--- src/pkg/copro_pkg.sv ---
/*
  Shared constants and types for the arithmetic coprocessor issue port.
  Assumes a single 125 MHz processor clock and a synchronous active-high reset.
*/
package copro_pkg;

  // ---------------------------------------------------------------
  // Instruction field codes
  // ---------------------------------------------------------------
  typedef enum logic [2:0] {
    func_load = 3'h0,
    func_add = 3'h1,
    func_sub = 3'h2,
    func_rsub = 3'h3,
    func_misc = 3'h4,
    func_mul = 3'h5,
    func_div = 3'h6,
    func_rdiv = 3'h7
  } func_t;

  typedef enum logic [2:0] {
    fmt_int = 3'h0,
    fmt_rsv1 = 3'h1,
    fmt_rsv2 = 3'h2,
    fmt_rsv3 = 3'h3,
    fmt_single = 3'h4,
    fmt_single_in_double_round = 3'h5,
    fmt_double_in_single_round = 3'h6,
    fmt_double = 3'h7
  } fmt_t;

  // ---------------------------------------------------------------
  // External and internal number layouts
  // ---------------------------------------------------------------
  localparam int single_exp_lsb = 23;
  localparam int single_exp_w = 8;
  localparam int single_frac_w = 23;
  localparam int double_exp_lsb = 52;
  localparam int double_exp_w = 11;
  localparam int double_frac_w = 52;
  localparam logic [15:0] single_bias = 16'h0080;
  localparam logic [15:0] double_bias = 16'h0400;
  localparam int acc_exp_w = 16;
  localparam int acc_frac_w = 64;

  // Result selector codes
  localparam logic [2:0] res_frac_high = 3'h0;
  localparam logic [2:0] res_frac_low = 3'h1;
  localparam logic [2:0] res_single = 3'h2;
  localparam logic [2:0] res_double_high = 3'h3;
  localparam logic [2:0] res_double_low = 3'h4;
  localparam logic [2:0] res_exponent = 3'h5;
  localparam logic [2:0] res_sign = 3'h6;
  localparam logic [2:0] res_null = 3'h7;

  // Reset values and timing
  localparam logic [15:0] acc_exp_reset = 16'h0000;
  localparam logic [63:0] acc_frac_reset = 64'h0;
  localparam int div_cycles = 32;
  localparam logic [5:0] div_count_init = 6'h20;
  localparam logic [5:0] mul_count_init = 6'h02;

endpackage : copro_pkg

--- src/pkg/acc_if.sv ---
/*
  Interface carrying the divide start, operands, busy/done and results between the issue port and its
  long-latency engine.  Assumes both ends sit on the same clock.
*/
`timescale 1ns/1ps
interface acc_if;
  logic start;
  logic is_div;
  logic [63:0] dividend;
  logic [31:0] divisor;
  logic busy;
  logic done;
  logic [31:0] quotient;
  logic [31:0] remainder;
  modport issue (output start, is_div, dividend, divisor, input busy, done, quotient, remainder);
  modport engine (input start, is_div, dividend, divisor, output busy, done, quotient, remainder);
endinterface : acc_if

--- src/copro_divider.sv ---
/*
  Unsigned 64 by 32 restoring divider, one quotient bit per clock.
  Assumes the caller only starts it while idle; dividend and divisor are latched at start.
*/
`timescale 1ns/1ps
module copro_divider
  import copro_pkg::*;
(
  input wire logic clock,
  input wire logic sys_rst,
  acc_if.engine port
);

  logic [5:0] count;
  logic [32:0] part;
  logic [31:0] quot;
  logic [31:0] low;
  logic [32:0] trial;
  logic [31:0] dvsr;

  // Divisor is latched at start; the core moves on to new operands meanwhile
  assign trial = {part[31:0], low[31]} - {1'b0, dvsr};

  // ---------------------------------------------------------------
  // Iteration; caller guarantees high dividend below divisor
  // ---------------------------------------------------------------
  always_ff @(posedge clock) begin
    if (sys_rst) begin
      count <= 6'h00;
      part <= 33'h0;
      quot <= 32'h0;
      low <= 32'h0;
      dvsr <= 32'h0;
      port.done <= 1'b0;
    end else begin
      port.done <= 1'b0;
      if (port.start && count == 6'h00) begin
        count <= div_count_init;
        part <= {1'b0, port.dividend[63:32]};
        low <= port.dividend[31:0];
        dvsr <= port.divisor;
        quot <= 32'h0;
      end else if (count != 6'h00) begin
        if (!trial[32]) begin
          part <= trial;
        end else begin
          part <= {part[31:0], low[31]};
        end
        quot <= {quot[30:0], ~trial[32]};
        low <= {low[30:0], 1'b0};
        count <= count - 6'h01;
        port.done <= (count == 6'h01);
      end
    end
  end

  assign port.busy = (count != 6'h00);
  assign port.quotient = quot;
  assign port.remainder = part[31:0];

endmodule : copro_divider

--- src/copro_issue.sv ---
/*
  Coprocessor issue port: returns part of the accumulator to the
  destination register and starts the next function on the source pair.
  Assumes the core holds the instruction stable while stall is high and
  that misc functions are handled elsewhere (treated here as no change).
*/
`timescale 1ns/1ps
module copro_issue
  import copro_pkg::*;
(
  input wire logic clock,
  input wire logic sys_rst,
  input wire logic issue_valid,
  input wire logic [2:0] result_sel,
  input wire logic [2:0] func_code,
  input wire logic [2:0] operand_format_field,
  input wire logic [31:0] first_source_reg,
  input wire logic [31:0] second_source_reg,
  output logic stall,
  output logic destination_we,
  output logic [31:0] destination_reg,
  output logic reserved_operand,
  output logic busy,
  output logic acc_sign,
  output logic [15:0] acc_exp,
  output logic [63:0] acc_frac
);

  // ---------------------------------------------------------------
  // Decode and operand unpacking
  // ---------------------------------------------------------------
  acc_if div_port ();
  func_t func;
  fmt_t fmt;
  logic [63:0] operand;
  logic is_float;
  logic in_double;
  logic round_single;
  logic op_zero;
  logic op_reserved;
  logic op_sign;
  logic [15:0] op_exp;
  logic [63:0] op_frac;
  logic accept;
  logic single_in_double_round;
  logic double_in_single_round;
  logic [1:0] mul_count;
  logic pend_div;
  logic pend_rdiv;
  logic [63:0] mul_prod;

  assign func = func_t'(func_code);
  assign fmt = fmt_t'(operand_format_field);
  assign operand = {first_source_reg, second_source_reg};
  assign is_float = operand_format_field[2];
  assign in_double = operand_format_field[1];
  assign round_single = !operand_format_field[0];
  assign single_in_double_round = (fmt == fmt_single_in_double_round);
  assign double_in_single_round = (fmt == fmt_double_in_single_round);
  // Stall while engine busy; hazard of overwriting a running result
  assign accept = issue_valid && !busy;

  // Unbias exponent after zero extension to 16 bits
  function automatic logic [15:0] unbias(input logic [10:0] e, input logic [15:0] bias);
    unbias = {5'h00, e} - bias;
  endfunction : unbias

  // Unpack external floating format into internal fields
  always_comb begin
    op_sign = first_source_reg[31];
    if (in_double) begin
      op_zero = (operand[62:52] == 11'h000);
      op_exp = unbias(operand[62:52], double_bias);
      op_frac = {2'b01, operand[51:0], 10'h000};
    end else begin
      op_zero = (first_source_reg[30:23] == 8'h00);
      op_exp = unbias({3'h0, first_source_reg[30:23]}, single_bias);
      op_frac = {2'b01, first_source_reg[22:0], 39'h0};
    end
    // Zero exponent with sign set is reserved, otherwise zero
    op_reserved = is_float && op_zero && op_sign;
  end

  // ---------------------------------------------------------------
  // Result selection to the destination register
  // ---------------------------------------------------------------
  function automatic logic [31:0] pick_result(input logic [2:0] sel, input logic s,
                                              input logic [15:0] e, input logic [63:0] f);
    logic [7:0] se;
    logic [10:0] de;
    se = 8'(e + single_bias);
    de = 11'(e + double_bias);
    unique case (sel)
      res_frac_high: pick_result = f[63:32];
      res_frac_low: pick_result = f[31:0];
      res_single: pick_result = {s, se, f[61:39]};
      res_double_high: pick_result = {s, de, f[61:42]};
      res_double_low: pick_result = f[41:10];
      res_exponent: pick_result = {{16{e[15]}}, e};
      res_sign: pick_result = {s, 31'h0};
      res_null: pick_result = 32'h0;
    endcase
  endfunction : pick_result

  // Result and operand hand-off share the accepting edge
  always_ff @(posedge clock) begin
    if (sys_rst) begin
      destination_we <= 1'b0;
      destination_reg <= 32'h0;
    end else begin
      destination_we <= accept;
      if (accept) begin
        destination_reg <= pick_result(result_sel, acc_sign, acc_exp, acc_frac);
      end
    end
  end

  // Stall flag mirrors engine activity while the core holds a request
  always_ff @(posedge clock) begin
    if (sys_rst) begin
      stall <= 1'b0;
      reserved_operand <= 1'b0;
    end else begin
      stall <= issue_valid && busy;
      reserved_operand <= accept && op_reserved;
    end
  end

  // ---------------------------------------------------------------
  // Multi-cycle engines: multiply counter and divider
  // ---------------------------------------------------------------
  copro_divider divider (
    .clock(clock),
    .sys_rst(sys_rst),
    .port(div_port.engine)
  );

  logic fp_start;
  logic [63:0] round_in;
  logic [15:0] round_exp_in;
  logic [63:0] rounded_frac;
  logic [15:0] rounded_exp;

  copro_rounder rounder (
    .frac_in(round_in),
    .exp_in(round_exp_in),
    .to_single(round_single),
    .frac_out(rounded_frac),
    .exp_out(rounded_exp)
  );

  assign fp_start = accept && !op_reserved;
  // Both factors sign-extended first so the full 64-bit product is formed
  assign mul_prod = $signed({{32{first_source_reg[31]}}, first_source_reg})
                    * $signed({{32{acc_frac[63]}}, acc_frac[63:32]});
  // Divide takes AC dividend; reverse divide takes operand, software zeroes high
  assign div_port.start = fp_start && !is_float && (func == func_div || func == func_rdiv);
  assign div_port.is_div = (func == func_div);
  assign div_port.dividend = (func == func_div) ? acc_frac : operand;
  assign div_port.divisor = (func == func_div) ? first_source_reg : acc_frac[63:32];

  // Busy covers divider run and the multiply latency
  always_ff @(posedge clock) begin
    if (sys_rst) begin
      busy <= 1'b0;
      mul_count <= 2'h0;
    end else begin
      if (fp_start && !is_float && func == func_mul) begin
        mul_count <= 2'(mul_count_init);
      end else if (mul_count != 2'h0) begin
        mul_count <= mul_count - 2'h1;
      end
      busy <= div_port.start || (div_port.busy && !div_port.done)
              || (fp_start && !is_float && func == func_mul) || mul_count > 2'h1;
    end
  end

  // ---------------------------------------------------------------
  // Accumulator update
  // ---------------------------------------------------------------
  // Floating add/mul/div are not modelled and leave the accumulator unchanged; only a nonzero float load not in fmt_single_in_double_round takes the rounded operand
  assign round_in = op_frac;
  assign round_exp_in = op_exp;

  always_ff @(posedge clock) begin
    if (sys_rst) begin
      acc_sign <= 1'b0;
      acc_exp <= acc_exp_reset;
      acc_frac <= acc_frac_reset;
      pend_div <= 1'b0;
      pend_rdiv <= 1'b0;
    end else begin
      if (div_port.start) begin
        pend_div <= div_port.is_div;
        pend_rdiv <= !div_port.is_div;
      end
      if (div_port.done) begin
        acc_frac <= {div_port.remainder, div_port.quotient};
        pend_div <= 1'b0;
        pend_rdiv <= 1'b0;
      end else if (fp_start) begin
        unique case (func)
          func_load: begin
            if (!is_float) begin
              acc_frac <= operand;
              acc_sign <= first_source_reg[31];
            end else if (single_in_double_round) begin
              acc_frac <= acc_frac;
            end else if (op_zero) begin
              acc_sign <= 1'b0;
              acc_exp <= 16'h0000;
              acc_frac <= 64'h0;
            end else begin
              acc_sign <= op_sign;
              acc_exp <= rounded_exp;
              acc_frac <= rounded_frac;
            end
          end
          func_add: if (!is_float) acc_frac <= acc_frac + operand;
          func_sub: if (!is_float) acc_frac <= acc_frac - operand;
          func_rsub: if (!is_float) acc_frac <= operand - acc_frac;
          func_mul: if (!is_float) acc_frac <= mul_prod;
          default: acc_frac <= acc_frac;
        endcase
      end
    end
  end

  // ---------------------------------------------------------------
  // Checks
  // ---------------------------------------------------------------
  a_stall_when_busy: assert property (@(posedge clock) disable iff (sys_rst)
    issue_valid && busy |=> stall && !destination_we)
    else $error("Issue accepted while busy");
  a_write_on_accept: assert property (@(posedge clock) disable iff (sys_rst)
    accept |=> destination_we && destination_reg ==
      pick_result($past(result_sel), $past(acc_sign), $past(acc_exp), $past(acc_frac)))
    else $error("Destination not written from old accumulator");
  a_int_load: assert property (@(posedge clock) disable iff (sys_rst)
    fp_start && func == func_load && !is_float && !div_port.done
    |=> acc_frac == $past(operand) && acc_exp == $past(acc_exp))
    else $error("Integer load wrong");
  a_zero_load: assert property (@(posedge clock) disable iff (sys_rst)
    fp_start && func == func_load && is_float && !single_in_double_round && op_zero
    && !div_port.done |=> acc_frac == 64'h0 && acc_exp == 16'h0 && !acc_sign)
    else $error("Zero load did not clear accumulator");
  a_int_add: assert property (@(posedge clock) disable iff (sys_rst)
    fp_start && func == func_add && !is_float && !div_port.done
    |=> acc_frac == $past(acc_frac) + $past(operand))
    else $error("Integer add wrong");
  a_mul_busy: assert property (@(posedge clock) disable iff (sys_rst)
    fp_start && func == func_mul && !is_float |=> busy [*2])
    else $error("Multiply busy too short");
  a_div_result: assert property (@(posedge clock) disable iff (sys_rst)
    div_port.start && div_port.is_div |-> ##[1:40] div_port.done)
    else $error("Divide did not finish");
  a_reserved_flag: assert property (@(posedge clock) disable iff (sys_rst)
    accept && is_float && op_zero && op_sign |=> reserved_operand)
    else $error("Reserved operand missed");

endmodule : copro_issue

--- src/copro_rounder.sv ---
/*
  Rounds an internal fraction to single or double precision by
  round-to-nearest on the bit below the kept field.  Pure combinational.
  Assumes the fraction is normalised with the leading one in bit 62.
*/
`timescale 1ns/1ps
module copro_rounder
  import copro_pkg::*;
(
  input wire logic [63:0] frac_in,
  input wire logic [15:0] exp_in,
  input wire logic to_single,
  output logic [63:0] frac_out,
  output logic [15:0] exp_out
);

  logic [64:0] sum;
  logic [63:0] keep_mask;
  logic [63:0] half;

  // Keep the hidden bit plus 23 or 52 fraction bits below it
  always_comb begin
    keep_mask = to_single ? ~((64'h1 << (62 - single_frac_w)) - 64'h1)
                          : ~((64'h1 << (62 - double_frac_w)) - 64'h1);
    half = to_single ? (64'h1 << (61 - single_frac_w)) : (64'h1 << (61 - double_frac_w));
    sum = {1'b0, frac_in} + {1'b0, half};
    if (sum[63]) begin
      // Carry out of the hidden bit renormalises by one place
      frac_out = {1'b0, sum[63:1]} & keep_mask;
      exp_out = exp_in + 16'h0001;
    end else begin
      frac_out = sum[63:0] & keep_mask;
      exp_out = exp_in;
    end
  end

endmodule : copro_rounder
--- config.mk ---
export PLATFORM = sky130hd
export DESIGN_NAME = copro_issue
export DESIGN_NICKNAME = d
export VERILOG_FILES = /design/src/pkg/copro_pkg.sv /design/src/pkg/acc_if.sv /design/src/copro_divider.sv /design/src/copro_issue.sv /design/src/copro_rounder.sv
export SDC_FILE = /design/constraint.sdc
export NUM_CORES = 2
export LEC_CHECK = 0
export ABC_AREA = 1
export BUFFER_PORTS_ARGS = -buffer_cell sky130_fd_sc_hd__buf_2
export CORE_MARGIN = 4
export CORE_UTILIZATION = 55
export DETAILED_ROUTE_END_ITERATION = 8
export GPL_TIMING_DRIVEN = 0
export PLACE_DENSITY = 0.73
export SYNTH_ARGS = -nofsm -noshare
export SYNTH_HDL_FRONTEND = slang
export SYNTH_SLANG_ARGS = --single-unit
--- constraint.sdc ---
create_clock -name clock -period 16.1 [get_ports clock]
set_clock_uncertainty 0.1 [all_clocks]
set_input_delay 0.805 -clock clock [delete_from_list [all_inputs] [get_ports clock]]
set_output_delay 0.805 -clock clock [all_outputs]
set_load 0.02 [all_outputs]
==> results.json <==
{
  "status": "finished, violations left",
  "violations": "design-rule violations, max-capacitance violations, max-slew violations",
  "grt_start_max_net_pins": 27,
  "finalNetCount": 12859,
  "area_growth_pct": 5.89,
  "drive_gt1_frac": 0.0376,
  "cpMostUsedCell": "fa_1",
  "dr.pass1.iters": 9,
  "place.gp.congestion": 1.17,
  "start_util": 0.555,
  "setup_slack_ns": 4.52,
  "holdBufCountCts": 0,
  "clk_pin_slew_ns": 0.07,
  "final-setup-viol-count": 0,
  "grt.overflow.total": 0,
  "clockRootBuffer": "clkbuf_16",
  "dieArea_sq_mm": 0.135,
  "fmax_mhz": 86.3,
  "synthCells": 11096,
  "largest_reg_flops": 64,
  "critPathArrivalTime_ns": 11.95,
  "ys_types": 62,
  "grtUsageTotal": 0.539,
  "worstHoldStart": "issue_valid",
  "fin_crit_sh": 0.719,
  "syn_avg_cell_area_sq_um": 6.39,
  "drt_wl_total_microns": 371000,
  "cts_buffers": 28,
  "antenna_found_initial": 39,
  "die_x_microns": 367,
  "dieHeight_microns": 367,
  "cp-end-kind": "register",
  "cts_tree": "built",
  "worstSkewPairLatency_ns": 0.62,
  "grt_pass1_vias": 76153,
  "cts-resized-gates": 0,
  "cts_setup_buffers": 0,
  "syn-cell-area_sq_mm": 0.0709,
  "drtIter0Drc": 11954,
  "cap_violations": 4,
  "critPathKind": "reg -> reg",
  "rsz0062_at_grt": "false",
  "core_area_sq_mm": 0.128,
  "startpoint_type": "register",
  "post-dp-hpwl_microns": 310000,
  "relSlewSlack": -0.130,
  "yosysSeqAreaShare": 0.0718,
  "max_stage_delay_ns": 1.14,
  "tightest_slew_ns": 1.70,
  "crit_start": "acc_frac[35]",
  "portBuffers": 189,
  "rows": 131,
  "fin_util": 0.588,
  "ant_nets": 0,
  "r2r-start": "acc_frac[35]",
  "syn_nets": 12638,
  "critPathSlowestCell": "clkbuf_1",
  "tns_ns": 0,
  "cts_sinks": 254,
  "ys_warn_count": 0,
  "clockBufferDepth": 3,
  "slew_viol_final": 42,
  "synth-seq-cells": 254,
  "io_pins": 193,
  "cp_max_fo": 11,
  "hold_viol": 0,
  "required_ns": 16.47,
  "drc": 185,
  "routedWlPerCell_microns": 28.4,
  "pre_cts_ws_ns": 4.40,
  "min_period_ns": 11.58,
  "hp-class": "in -> reg",
  "routed-via-count": 79208,
  "vias_per_cell": 6.07,
  "h-tree-depth": 1,
  "grt_pass1_wl_microns": 520000,
  "top_register": "acc_frac"
}
cells in the final DEF (no fill, tap or decap), types with 19 or more instances in the layout:
| cell | instances |
|---|---|
| a21oi_1 | 491 |
| inv_2 | 19 |
| buf_1 | 93 |
| a31oi_1 | 21 |
| nand2_1 | 3643 |
| clkbuf_1 | 290 |
| inv_1 | 2588 |
| nand3_1 | 482 |
| o22ai_1 | 30 |
| buf_2 | 239 |
| fa_1 | 1084 |
| or2_2 | 28 |
| clkbuf_16 | 28 |
| nor2_1 | 694 |
| ha_1 | 381 |
| nand3b_1 | 24 |
| xnor2_1 | 37 |
| o21bai_1 | 25 |
| nor3_1 | 62 |
| o21ai_0 | 337 |
| xor2_1 | 80 |
| dfxtp_1 | 254 |
| o211ai_1 | 28 |
| diode_2 | 38 |
| nand4_1 | 83 |
| o21ai_1 | 37 |
| nor4_1 | 22 |
synth_stat cells, drive strengths merged:
cell     count  area [sq um]
xor2        80           701
and2        12          75.1
nand4       84           541
a221oi      14           123
nor2       711          2750
o41ai        2          17.5
a21boi       3          22.5
a21o        10          75.1
nor3b        1          7.51
buf        161           781
and3         4          25.0
o21bai      26           199
a31oi       21           131
clkbuf     296          1110
xnor2       37           324
o311ai       1          8.76
dfxtp      254          5080
clkinv       7          27.5
nand3b      24           180
o2111a       1          11.3
ha         381          4770
a22oi       16           120
o22ai       30           188
o21ai      390          2010
a21oi      493          2470
o31ai        7          52.6
nand3      484          2440
fa        1085         21700
a32oi        7          61.3
o221ai      11          96.3
nor3        65           340
or2         28           175
nand2     3659         13800
o21a         2          15.0
inv       2607          9790
a41oi        1          8.76
a211oi      15           113
o2111ai     14           123
o211ai      29           223
nor4        23           150
through the flow:
| stage | hold slack, ns | cell area, sq um | instances |
|---|---|---|---|
| floorplan | 0.299 | 70900 | 11096 |
| global placement | 0.308 | 73900 | 12947 |
| detailed placement | 0.333 | 73900 | 12947 |
| CTS | 0.318 | 74900 | 12999 |
| global route | 0.323 | 75000 | 13008 |
| finish | 0.325 | 75000 | 13039 |
final cells by class:
type	count	area, sq um
Sequential cell	254	5080
Clock buffer	32	736
Timing Repair Buffer	191	968
Fill cell	12822	52700
Clock inverter	20	284
Inverter	2614	9810
Tap cell	1662	2080
Antenna cell	38	95.1
Multi-Input combinational cell	7771	54100
Buffer	457	1900
final timing paths:
path | endpoint | slack [ns] | depth (start not counted)
hold / removal | stall | 0.32 | 3
setup / recovery | acc_frac[56] | 4.52 | 30
setup reg to reg | acc_frac[56] | 4.52 | 30
hold reg to reg | mul_count[0] | 0.35 | 1
cell families (layout without fill, tap and decap cells):
family	count (synthesis)	count (layout)	share of synthesized area
simple gates	5095	5095	0.289
flops	254	254	0.0718
xor+xnor	117	117	0.0145
buf+inv	3071	3314	0.165
fa+ha+maj	1466	1466	0.374
compound gates	1093	1093	0.0857
other cells	0	38	0
critical path: cells and delay by family (launching register included):
family / cells / cell delay, ns
AO/OA/AOI/OAI: 1 / 0.07
adder cells (fa/ha/maj): 9 / 5.64
buffers and inverters: 7 / 2.70
flip-flops: 1 / 0.65
AND/OR/NAND/NOR: 13 / 2.24
layer usage:
layer  GRT usage  share of wire  routed length, microns  vias to the layer above
met1       0.601           0.32                  117000                    36939
met4       0.552           0.14                   51300                       20
li1            -              -                       -                    33425
met2       0.772           0.40                  148000                     6606
met3       0.196           0.15                   53900                     2218
met5     0.00855        0.00073                     271                        -
Power is left out: the tool's default activity adds up to more than one toggle a clock period on the data nets, which glitch-free logic cannot reach.
